$ cat config.mk
export PLATFORM = sky130hd
export DESIGN_NAME = ascd_dev_flat
export DESIGN_NICKNAME = d
export VERILOG_FILES = /design/src/ascd_pkg.sv /design/src/ascd_if.sv /design/src/ascd_dev.sv /design/src/flat_wrapper.sv
export SDC_FILE = /design/constraint.sdc
export NUM_CORES = 1
export LEC_CHECK = 0
export BUFFER_PORTS_ARGS = -buffer_cell sky130_fd_sc_hd__buf_4
export CAP_MARGIN = 20
export CORE_MARGIN = 1.5
export CORE_UTILIZATION = 35
export CTS_CLUSTER_DIAMETER = 100
export DETAILED_ROUTE_END_ITERATION = 16
export HOLD_SLACK_MARGIN = 0.06
export REMOVE_ABC_BUFFERS = 1
export SYNTH_ARGS = -nofsm -noshare
export SYNTH_HDL_FRONTEND = slang
export SYNTH_SLANG_ARGS = --single-unit
$ cat constraint.sdc
create_clock -name sys_clk -period 2.3 [get_ports sys_clk]
set_clock_uncertainty 0.05 [all_clocks]
set_input_delay 0.46 -clock sys_clk [delete_from_list [all_inputs] [get_ports sys_clk]]
set_output_delay 0.46 -clock sys_clk [all_outputs]
set_load 0.02 [all_outputs]
$ cat src/ascd_pkg.sv
// Constants shared by both ends of the converter serial command link.
// Assumes a 125 MHz system clock on both ends.
package ascd_pkg;
  // ==========================================
  // Control byte field positions
  localparam int CB_START = 7;
  localparam int CB_SEL_HI = 6;
  localparam int CB_SEL_MID = 5;
  localparam int CB_SEL_LO = 4;
  localparam int CB_POL = 3;
  localparam int CB_PAIR = 2;
  localparam int CB_MODE_HI = 1;
  localparam int CB_MODE_LO = 0;
  localparam logic [1:0] MODE_FULL_PD = 2'h0;
  localparam logic [1:0] MODE_FAST_PD = 2'h1;
  localparam logic [1:0] MODE_INT = 2'h2;
  localparam logic [1:0] MODE_EXT = 2'h3;
  localparam logic [2:0] CTRL_LAST = 3'h6;
  // ==========================================
  // Result framing
  localparam int RES_BITS = 10;
  localparam logic [3:0] OUT_BITS = 4'hc;
  localparam logic [3:0] B3_LEFT = 4'h6;
  localparam int XFER_BITS = 24;
  localparam logic [4:0] XFER_LAST = 5'h17;
  // ==========================================
  // Synchroniser lanes
  localparam int LN_SCLK = 0;
  localparam int LN_CS = 1;
  localparam int LN_DIN = 2;
  localparam int LN_DOUT = 0;
  localparam int LN_STRB = 1;
  // ==========================================
  // Timing
  localparam int SYS_CLK_MHZ = 125;
  localparam int INT_CONV_NS = 10000;
  localparam int INT_CONV_CYC = INT_CONV_NS * SYS_CLK_MHZ / 1000;
  localparam int SCLK_PERIOD_NS = 160;
  localparam int SCLK_HALF_CYC = SCLK_PERIOD_NS * SYS_CLK_MHZ / 2000;
  // ==========================================
  // Controller registers, byte offsets
  localparam logic [4:0] REG_CMD = 5'h00;
  localparam logic [4:0] REG_STATUS = 5'h04;
  localparam logic [4:0] REG_RESULT = 5'h08;
  localparam logic [4:0] REG_IRQ_STAT = 5'h0c;
  localparam logic [4:0] REG_IRQ_EN = 5'h10;
  localparam logic [4:0] REG_IRQ_CLR = 5'h14;
  localparam int ST_BUSY = 0;
  localparam int ST_STRB = 1;
  localparam int IRQ_DONE = 0;
  localparam int IRQ_STRB = 1;
  localparam int IRQ_BITS = 2;
endpackage
$ cat src/ascd_if.sv
// Five-wire link between the converter end and its serial master.
// Assumes undriven outputs read low, as with a weak pull-down.
`timescale 1ns/1ps
interface ascd_if;
  logic cs_n;
  logic sclk;
  logic din;
  logic dout;
  logic dout_oe;
  logic strobe;
  logic strobe_oe;
  wire dout_line;
  wire strobe_line;
  assign dout_line = dout_oe & dout;
  assign strobe_line = strobe_oe & strobe;
  modport dev (input cs_n, input sclk, input din, output dout, output dout_oe, output strobe, output strobe_oe);
  modport host (output cs_n, output sclk, output din, input dout_line, input strobe_line);
endinterface

$ cat src/ascd_dev.sv
// Converter end: start bit search, control byte capture, decode and result shift-out.
// Assumes sys_clk at least eight times the link clock; the analog side supplies sample_code.
`timescale 1ns/1ps
// Function
// - Convert only after a fresh control byte
// - Constant high input repeats channel seven
// - Strobe one clock before result MSB
// - Back-to-back conversions take fifteen clocks
// - Strobe and data change on falling edges, except the internal-mode strobe rise at conversion end and the strobe fall at a select fall
// - Sample input on rising edges, select low
// - Skip zeros, first one starts byte
// - Master uses clock polarity and phase zero
// - Master uses three byte transfers
// - Decode start, select, polarity, pairing, mode
// - Bit three picks unipolar or bipolar
// - Bit two picks single-ended or differential
// - Mode bits pick power-down or clock
// - Single-ended channel weights mid, lo, hi
// - Differential pairs, high bit picks polarity
// - MSB first, binary or two's complement
// - Conversion begins falling edge after bit eight
// - Data output released while select high
module ascd_dev #(
  parameter int INT_CONV_CYC = ascd_pkg::INT_CONV_CYC
) (
  input wire logic sys_clk,
  input wire logic rst_b,
  input wire logic ce,
  ascd_if.dev link,
  input wire logic [ascd_pkg::RES_BITS-1:0] sample_code,
  output logic [2:0] chan_pos,
  output logic [2:0] chan_neg,
  output logic neg_is_ground,
  output logic polarity_unipolar,
  output logic pairing_single,
  output logic [1:0] clock_mode,
  output logic conv_start,
  output logic conv_busy,
  output logic full_power_down,
  output logic fast_power_down
);
  localparam int CW = $clog2(INT_CONV_CYC + 1);

  generate
    if (INT_CONV_CYC < 1) begin : g_chk
      $error("INT_CONV_CYC must be at least one");
    end
  endgenerate

  typedef enum logic [2:0] {RX_SEARCH, RX_SHIFT, RX_WAIT, RX_BUSY, RX_INT} ascd_rx_t;

  // ==========================================
  // Pin synchronisers
  logic [2:0] s1_r;
  logic [2:0] s2_r;
  logic [2:0] s3_r;
  logic [2:0] filt_r;
  logic [2:0] prev_r;
  wire [2:0] filt_nxt = (s2_r & ~(s2_r ^ s3_r)) | (filt_r & (s2_r ^ s3_r));

  always_ff @(posedge sys_clk or negedge rst_b) begin
    if (!rst_b) begin
      s1_r <= 3'h2;
      s2_r <= 3'h2;
      s3_r <= 3'h2;
      filt_r <= 3'h2;
      prev_r <= 3'h2;
    end else if (ce) begin
      s1_r <= {link.din, link.cs_n, link.sclk};
      s2_r <= s1_r;
      s3_r <= s2_r;
      filt_r <= filt_nxt;
      prev_r <= filt_r;
    end
  end

  wire cs_low = ~filt_r[ascd_pkg::LN_CS];
  wire cs_fall = cs_low & prev_r[ascd_pkg::LN_CS];
  wire sclk_rise = filt_r[ascd_pkg::LN_SCLK] & ~prev_r[ascd_pkg::LN_SCLK];
  wire sclk_fall = ~filt_r[ascd_pkg::LN_SCLK] & prev_r[ascd_pkg::LN_SCLK];
  wire din_bit = filt_r[ascd_pkg::LN_DIN];
  // Clock edges with select high never reach the capture logic
  wire take_bit = sclk_rise & cs_low;

  // ==========================================
  // Control byte capture
  ascd_rx_t rx_r;
  ascd_rx_t rx_nxt;
  logic [2:0] bit_cnt_r;
  logic [5:0] ctrl_sh_r;
  logic [6:0] ctrl_r;
  logic [CW-1:0] int_cnt_r;
  logic [3:0] out_left_r;

  wire [7:0] ctrl_byte = {1'b1, ctrl_r};
  wire [1:0] mode_sel = {ctrl_byte[ascd_pkg::CB_MODE_HI], ctrl_byte[ascd_pkg::CB_MODE_LO]};
  wire begin_conv = (rx_r == RX_WAIT) & sclk_fall;
  wire ext_load = begin_conv & (mode_sel == ascd_pkg::MODE_EXT);
  wire int_start = begin_conv & (mode_sel == ascd_pkg::MODE_INT);
  wire int_done = (rx_r == RX_INT) & (int_cnt_r == '0);
  wire b3_out = (rx_r == RX_BUSY) & sclk_fall & (out_left_r == ascd_pkg::B3_LEFT);

  always_comb begin
    rx_nxt = rx_r;
    case (rx_r)
      RX_SEARCH: begin
        if (take_bit & din_bit) begin
          rx_nxt = RX_SHIFT;
        end
      end
      RX_SHIFT: begin
        if (take_bit & (bit_cnt_r == ascd_pkg::CTRL_LAST)) begin
          rx_nxt = RX_WAIT;
        end
      end
      RX_WAIT: begin
        if (ext_load) begin
          rx_nxt = RX_BUSY;
        end else if (begin_conv & ~int_start) begin
          rx_nxt = RX_SEARCH;
        end else if (int_start) begin
          rx_nxt = RX_INT;
        end
      end
      RX_BUSY: begin
        // Re-arming once B3 is out is what allows fifteen clocks per conversion
        if (b3_out) begin
          rx_nxt = RX_SEARCH;
        end
      end
      RX_INT: begin
        if (int_done) begin
          rx_nxt = RX_SEARCH;
        end
      end
      default: begin
        rx_nxt = RX_SEARCH;
      end
    endcase
    // A select fall aborts an external conversion; an internal one runs on
    if (cs_fall & (rx_r != RX_INT)) begin
      rx_nxt = RX_SEARCH;
    end
  end

  always_ff @(posedge sys_clk or negedge rst_b) begin
    if (!rst_b) begin
      rx_r <= RX_SEARCH;
      bit_cnt_r <= 3'h0;
      ctrl_sh_r <= 6'h00;
      ctrl_r <= 7'h00;
      int_cnt_r <= '0;
    end else if (ce) begin
      rx_r <= rx_nxt;
      if (rx_r == RX_SEARCH) begin
        bit_cnt_r <= 3'h0;
      end else if ((rx_r == RX_SHIFT) & take_bit) begin
        bit_cnt_r <= bit_cnt_r + 3'h1;
        ctrl_sh_r <= {ctrl_sh_r[4:0], din_bit};
        if (bit_cnt_r == ascd_pkg::CTRL_LAST) begin
          ctrl_r <= {ctrl_sh_r, din_bit};
        end
      end
      if (int_start) begin
        int_cnt_r <= CW'(INT_CONV_CYC - 1);
      end else if ((rx_r == RX_INT) & (int_cnt_r != '0)) begin
        int_cnt_r <= int_cnt_r - 1'b1;
      end
    end
  end

  // ==========================================
  // Decoded configuration
  wire sel_hi = ctrl_byte[ascd_pkg::CB_SEL_HI];
  wire sel_mid = ctrl_byte[ascd_pkg::CB_SEL_MID];
  wire sel_lo = ctrl_byte[ascd_pkg::CB_SEL_LO];
  wire sgl_sel = ctrl_byte[ascd_pkg::CB_PAIR];
  wire uni_sel = ctrl_byte[ascd_pkg::CB_POL];
  wire [2:0] pos_sel = {sel_mid, sel_lo, sel_hi};
  wire [2:0] neg_sel = {sel_mid, sel_lo, ~sel_hi};

  always_ff @(posedge sys_clk or negedge rst_b) begin
    if (!rst_b) begin
      chan_pos <= 3'h0;
      chan_neg <= 3'h0;
      neg_is_ground <= 1'b1;
      polarity_unipolar <= 1'b1;
      pairing_single <= 1'b1;
      clock_mode <= ascd_pkg::MODE_INT;
      conv_start <= 1'b0;
      full_power_down <= 1'b0;
      fast_power_down <= 1'b0;
    end else if (ce) begin
      conv_start <= ext_load | int_start;
      if (begin_conv) begin
        chan_pos <= pos_sel;
        chan_neg <= sgl_sel ? 3'h0 : neg_sel;
        neg_is_ground <= sgl_sel;
        polarity_unipolar <= uni_sel;
        pairing_single <= sgl_sel;
        clock_mode <= mode_sel;
        full_power_down <= (mode_sel == ascd_pkg::MODE_FULL_PD);
        fast_power_down <= (mode_sel == ascd_pkg::MODE_FAST_PD);
      end else if (cs_fall) begin
        // Any access to the link wakes the converter
        full_power_down <= 1'b0;
        fast_power_down <= 1'b0;
      end
    end
  end

  assign conv_busy = (rx_r == RX_BUSY) | (rx_r == RX_INT);

  // ==========================================
  // Result shift-out and strobe
  logic [ascd_pkg::RES_BITS-1:0] code_fmt;
  logic [11:0] out_sh_r;
  logic dout_r;
  logic strobe_r;
  logic ext_mode_r;

  assign code_fmt = uni_sel ? sample_code : {~sample_code[ascd_pkg::RES_BITS-1], sample_code[ascd_pkg::RES_BITS-2:0]};

  always_ff @(posedge sys_clk or negedge rst_b) begin
    if (!rst_b) begin
      out_sh_r <= 12'h000;
      out_left_r <= 4'h0;
      dout_r <= 1'b0;
      strobe_r <= 1'b1;
      ext_mode_r <= 1'b0;
    end else if (ce) begin
      if (ext_load) begin
        ext_mode_r <= 1'b1;
        out_sh_r <= {code_fmt, 2'h0};
        out_left_r <= ascd_pkg::OUT_BITS;
        dout_r <= 1'b0;
        strobe_r <= 1'b1;
      end else if (int_start) begin
        ext_mode_r <= 1'b0;
        strobe_r <= 1'b0;
      end else if (int_done) begin
        out_sh_r <= {code_fmt, 2'h0};
        out_left_r <= ascd_pkg::OUT_BITS;
        strobe_r <= 1'b1;
      end else if (sclk_fall) begin
        if (out_left_r != 4'h0) begin
          dout_r <= out_sh_r[11];
          out_sh_r <= {out_sh_r[10:0], 1'b0};
          out_left_r <= out_left_r - 4'h1;
        end else begin
          dout_r <= 1'b0;
        end
        if (ext_mode_r) begin
          strobe_r <= 1'b0;
        end
      end else if (cs_fall & (rx_r != RX_INT)) begin
        // A new frame starts low, so the external pulse is always a true rise
        strobe_r <= 1'b0;
      end
    end
  end

  assign link.dout = dout_r;
  assign link.dout_oe = cs_low;
  assign link.strobe = strobe_r;
  // Internal clock mode keeps the strobe driven so the master can poll it
  assign link.strobe_oe = ext_mode_r ? cs_low : 1'b1;
endmodule

$ cat src/flat_wrapper.sv
// flat-port wrapper written by rule: the top's interface ports become plain ports
module ascd_dev_flat 
#(
  parameter int INT_CONV_CYC = ascd_pkg::INT_CONV_CYC
)
  (sys_clk, rst_b, ce, sample_code, chan_pos, chan_neg, neg_is_ground, polarity_unipolar, pairing_single, clock_mode, conv_start, conv_busy, full_power_down, fast_power_down, link_cs_n, link_sclk, link_din, link_dout, link_dout_oe, link_strobe, link_strobe_oe);
  ascd_if link_i ();
  input wire logic sys_clk;
  input wire logic rst_b;
  input wire logic ce;
  input wire logic [ascd_pkg::RES_BITS-1:0] sample_code;
  output logic [2:0] chan_pos;
  output logic [2:0] chan_neg;
  output logic neg_is_ground;
  output logic polarity_unipolar;
  output logic pairing_single;
  output logic [1:0] clock_mode;
  output logic conv_start;
  output logic conv_busy;
  output logic full_power_down;
  output logic fast_power_down;
  input wire logic [$bits(link_i.cs_n)-1:0] link_cs_n;
  input wire logic [$bits(link_i.sclk)-1:0] link_sclk;
  input wire logic [$bits(link_i.din)-1:0] link_din;
  output wire logic [$bits(link_i.dout)-1:0] link_dout;
  output wire logic [$bits(link_i.dout_oe)-1:0] link_dout_oe;
  output wire logic [$bits(link_i.strobe)-1:0] link_strobe;
  output wire logic [$bits(link_i.strobe_oe)-1:0] link_strobe_oe;
  assign link_i.cs_n = link_cs_n;
  assign link_i.sclk = link_sclk;
  assign link_i.din = link_din;
  assign link_dout = link_i.dout;
  assign link_dout_oe = link_i.dout_oe;
  assign link_strobe = link_i.strobe;
  assign link_strobe_oe = link_i.strobe_oe;
  ascd_dev #(.INT_CONV_CYC(INT_CONV_CYC)) u_core (.sys_clk(sys_clk), .rst_b(rst_b), .ce(ce), .link(link_i), .sample_code(sample_code), .chan_pos(chan_pos), .chan_neg(chan_neg), .neg_is_ground(neg_is_ground), .polarity_unipolar(polarity_unipolar), .pairing_single(pairing_single), .clock_mode(clock_mode), .conv_start(conv_start), .conv_busy(conv_busy), .full_power_down(full_power_down), .fast_power_down(fast_power_down));
endmodule
==> results.toml <==
[routing]
dr.pass1.iters = 4
drc_errors = 0
num_vias = 2722
viasPerCell = 5.11
ant_nets = 0
wirelength_um = 7550
wl_per_cell_um = 14.2
drtIter0Drc = 135

[yosys]
synthAdderAreaFrac_pct = 2.07
ys_seq_elements = 74
synthFlopType = "dfrtp_1"
synthArstFlopShare_pct = 100
postSynthAreaPerCell_um2 = 10.2
yosysSeqAreaShare_pct = 51.4
syn_inst = 355
synth_top_family_by_area = "simple AND/OR/NAND/NOR gates"
synth.distinct_cells = 62
synth_edf_count = 0
synth_compound_area_share_pct = 15.4
synth_mux_area_share_pct = 5.28
synth_xor_xnor_area_share_pct = 0.483
yosys_warnings = 0
synth_area_mm2 = 0.00363
synth_simple_gate_area_share_pct = 20.4

[timing]
tightest_slew_ns = 0.553
rsz0062_at_grt = "no"
final-max-slew-violation-count = 0
fin_setup_tns_ns = 0
slew_headroom_pct = 62.8
timing.final.crit_share_pct = 89.6
finalCriticalPeriod_ns = 2.06
fmax_mhz = 485
holdWs_ns = 0.277
hold_violations = 0
setup_viol_count_final = 0

[floorplanning]
core-area_mm2 = 0.00991
die_area_mm2 = 0.0110
boundaryPins = 35
start_util_pct = 36.6
die_w_um = 105
die_h_um = 105
rows = 36

[grt]
grt_pass1_wl_um = 12800
grt_max_degree = 43
grt_pass1_vias = 2619
grt_util_all_layers_pct = 14.7
antenna_found_initial = 0
grt-ovfl-total = 0

[final_layout]
final_util_pct = 43.3
stdcell_count = 533
antenna_cells = 0
nNetsFinal = 417
layout_common_cells = "nand2_1 (69), dfrtp_1 (65), buf_4 (43), o21ai_0 (28), inv_1 (19)"
drive_gt1_share_pct = 25.5
final_common_cell = "nand2_1"
area_delta_synth_final_pct = 18.2
final_cell_area_mm2 = 0.00429
fill_cells = 982

[cts]
cts_tree = "yes"
cts-root-buf = "clkbuf_8"
cts_buffers = 9
cts_sinks = 74
cts_max_path_buffers = 2
h-tree-depth = 3
path_clk_slew_ns = 0.09
clk_latency_ns = 0.36
cts_setup_buffers = 0

[setup_path]
path_class = "flip-flop to flip-flop"
cp.arrival_ns = 2.30
startpoint_type = "flip-flop"
r2r_cells = 5
critPathRequiredTime_ns = 2.54
endpoint_kind = "flip-flop"
path_max_fanout = 11
rrSetupSlack_ns = 0.24

[placement]
placed_cell_area_mm2 = 0.00405
dpl.cell_count = 516
gp_congestion = 0.851
io_buffers = 34
hpwlAfterDp_um = 5230

[worst_hold_path]
holdCritPathClass = "primary input to flip-flop"
whs_path_depth = 2

[pwr]
p_seq_share_pct = 44.2
switchingPower_uw = 1420
power_density_mw_per_mm2 = 970
clkPwrFrac_pct = 28.8
intPower_uw = 2730
total_leakage_power_uw = 0.00194
peakVddDrop_mv = 0.344
switching_share_pct = 34.3
combPwrFrac_pct = 27.0

[run_status]
status = "finished, final reports clean"

[run]
maxCapViolCount = 0
## registers in the layout (all words and copies together) (netlist names), 4 cells and up, named ones only
signal and cells:
u_core.ctrl_sh_r 6, u_core.int_cnt_r 11, u_core.out_sh_r 10, u_core.ctrl_r 7
u_core.out_left_r 4
## layer usage
metal,track usage (%),part of all wire (%),vias up,wire (um)
met5,0,0,-,0
met4,5.58,1.7,0,132
met3,3.81,3.8,15,285
met2,23.0,46,55,3450
met1,19.4,49,1312,3680
li1,-,-,1340,-
## final timing paths
check                                              start                       end
min in group asynchronous                          rst_b      u_core.out_left_r[2]
max in group asynchronous                          rst_b  u_core.polarity_unipolar
worst min-delay path                           link_sclk            u_core.s1_r[0]
worst max register to register       u_core.int_cnt_r[7]        u_core.out_sh_r[6]
worst min register to register  u_core.polarity_unipolar  u_core.polarity_unipolar
worst max-delay path                 u_core.int_cnt_r[7]        u_core.out_sh_r[6]
## worst max-delay path: stages, from the launching register on
cell     delay (ns)
dfrtp_1        0.43
or3_1          0.45
nor3_2         0.21
and2_1         0.21
or3_1          0.39
o221a_1        0.26
## final cells by class
type	instances	area (um2)	share of cell area, %
clock buffer	10	138	3.21
timing repair buffer	46	373	8.70
inverter	19	71.3	1.66
tap	133	166	3.88
sequential	74	1860	43.4
clock inverter	6	95.1	2.22
multi-input combinational	245	1580	36.9
## synthesized netlist by cell type, drive strengths merged, types with 7 or more instances
cell type	instances	area [um2]
nor2	14	55.1
mux2	17	191
o221a	8	90.1
dfstp	9	236
a21oi	10	50.1
o21ai	32	160
inv	19	71.3
nand3	15	80.1
nor4	7	65.1
o31ai	9	67.6
buf	12	82.6
dfrtp	65	1630
nand2	71	282
## power groups by stage
| stage | clock, uW | combinational [uW] | sequential, uW |
|---|---|---|---|
| after floorplan | 0 | 761 | 1820 |
| after global placement | 0 | 1110 | 1850 |
| after detailed placement | 0 | 1130 | 1860 |
| after CTS | 1220 | 1140 | 1840 |
| after global routing | 1270 | 1270 | 1890 |
| final | 1200 | 1120 | 1840 |
## cells by family after synthesis
group,count (synthesis)
adder cells (fa/ha/maj),6
multiplexers,17
buffers and inverters,36
XOR/XNOR,2
AO/OA/AOI/OAI,78
AND/OR/NAND/NOR,142
flip-flops,74
## what timing repair did
| item | CTS | global route |
|---|---|---|
| endpoints found under the hold margin | 26 | 0 |
| hold buffers | 1 | 0 |
| setup endpoints to repair | 0 | 0 |
| resized for setup | 0 | 0 |
## through the flow
step	setup WS, ns	total power [uW]
finish	0.239	4160
global route	0.0853	4430
CTS	0.237	4190
detailed placement	0.262	2990
global placement	0.308	2950
floorplan	0.186	2580
(Power assumes the default switching activity.)
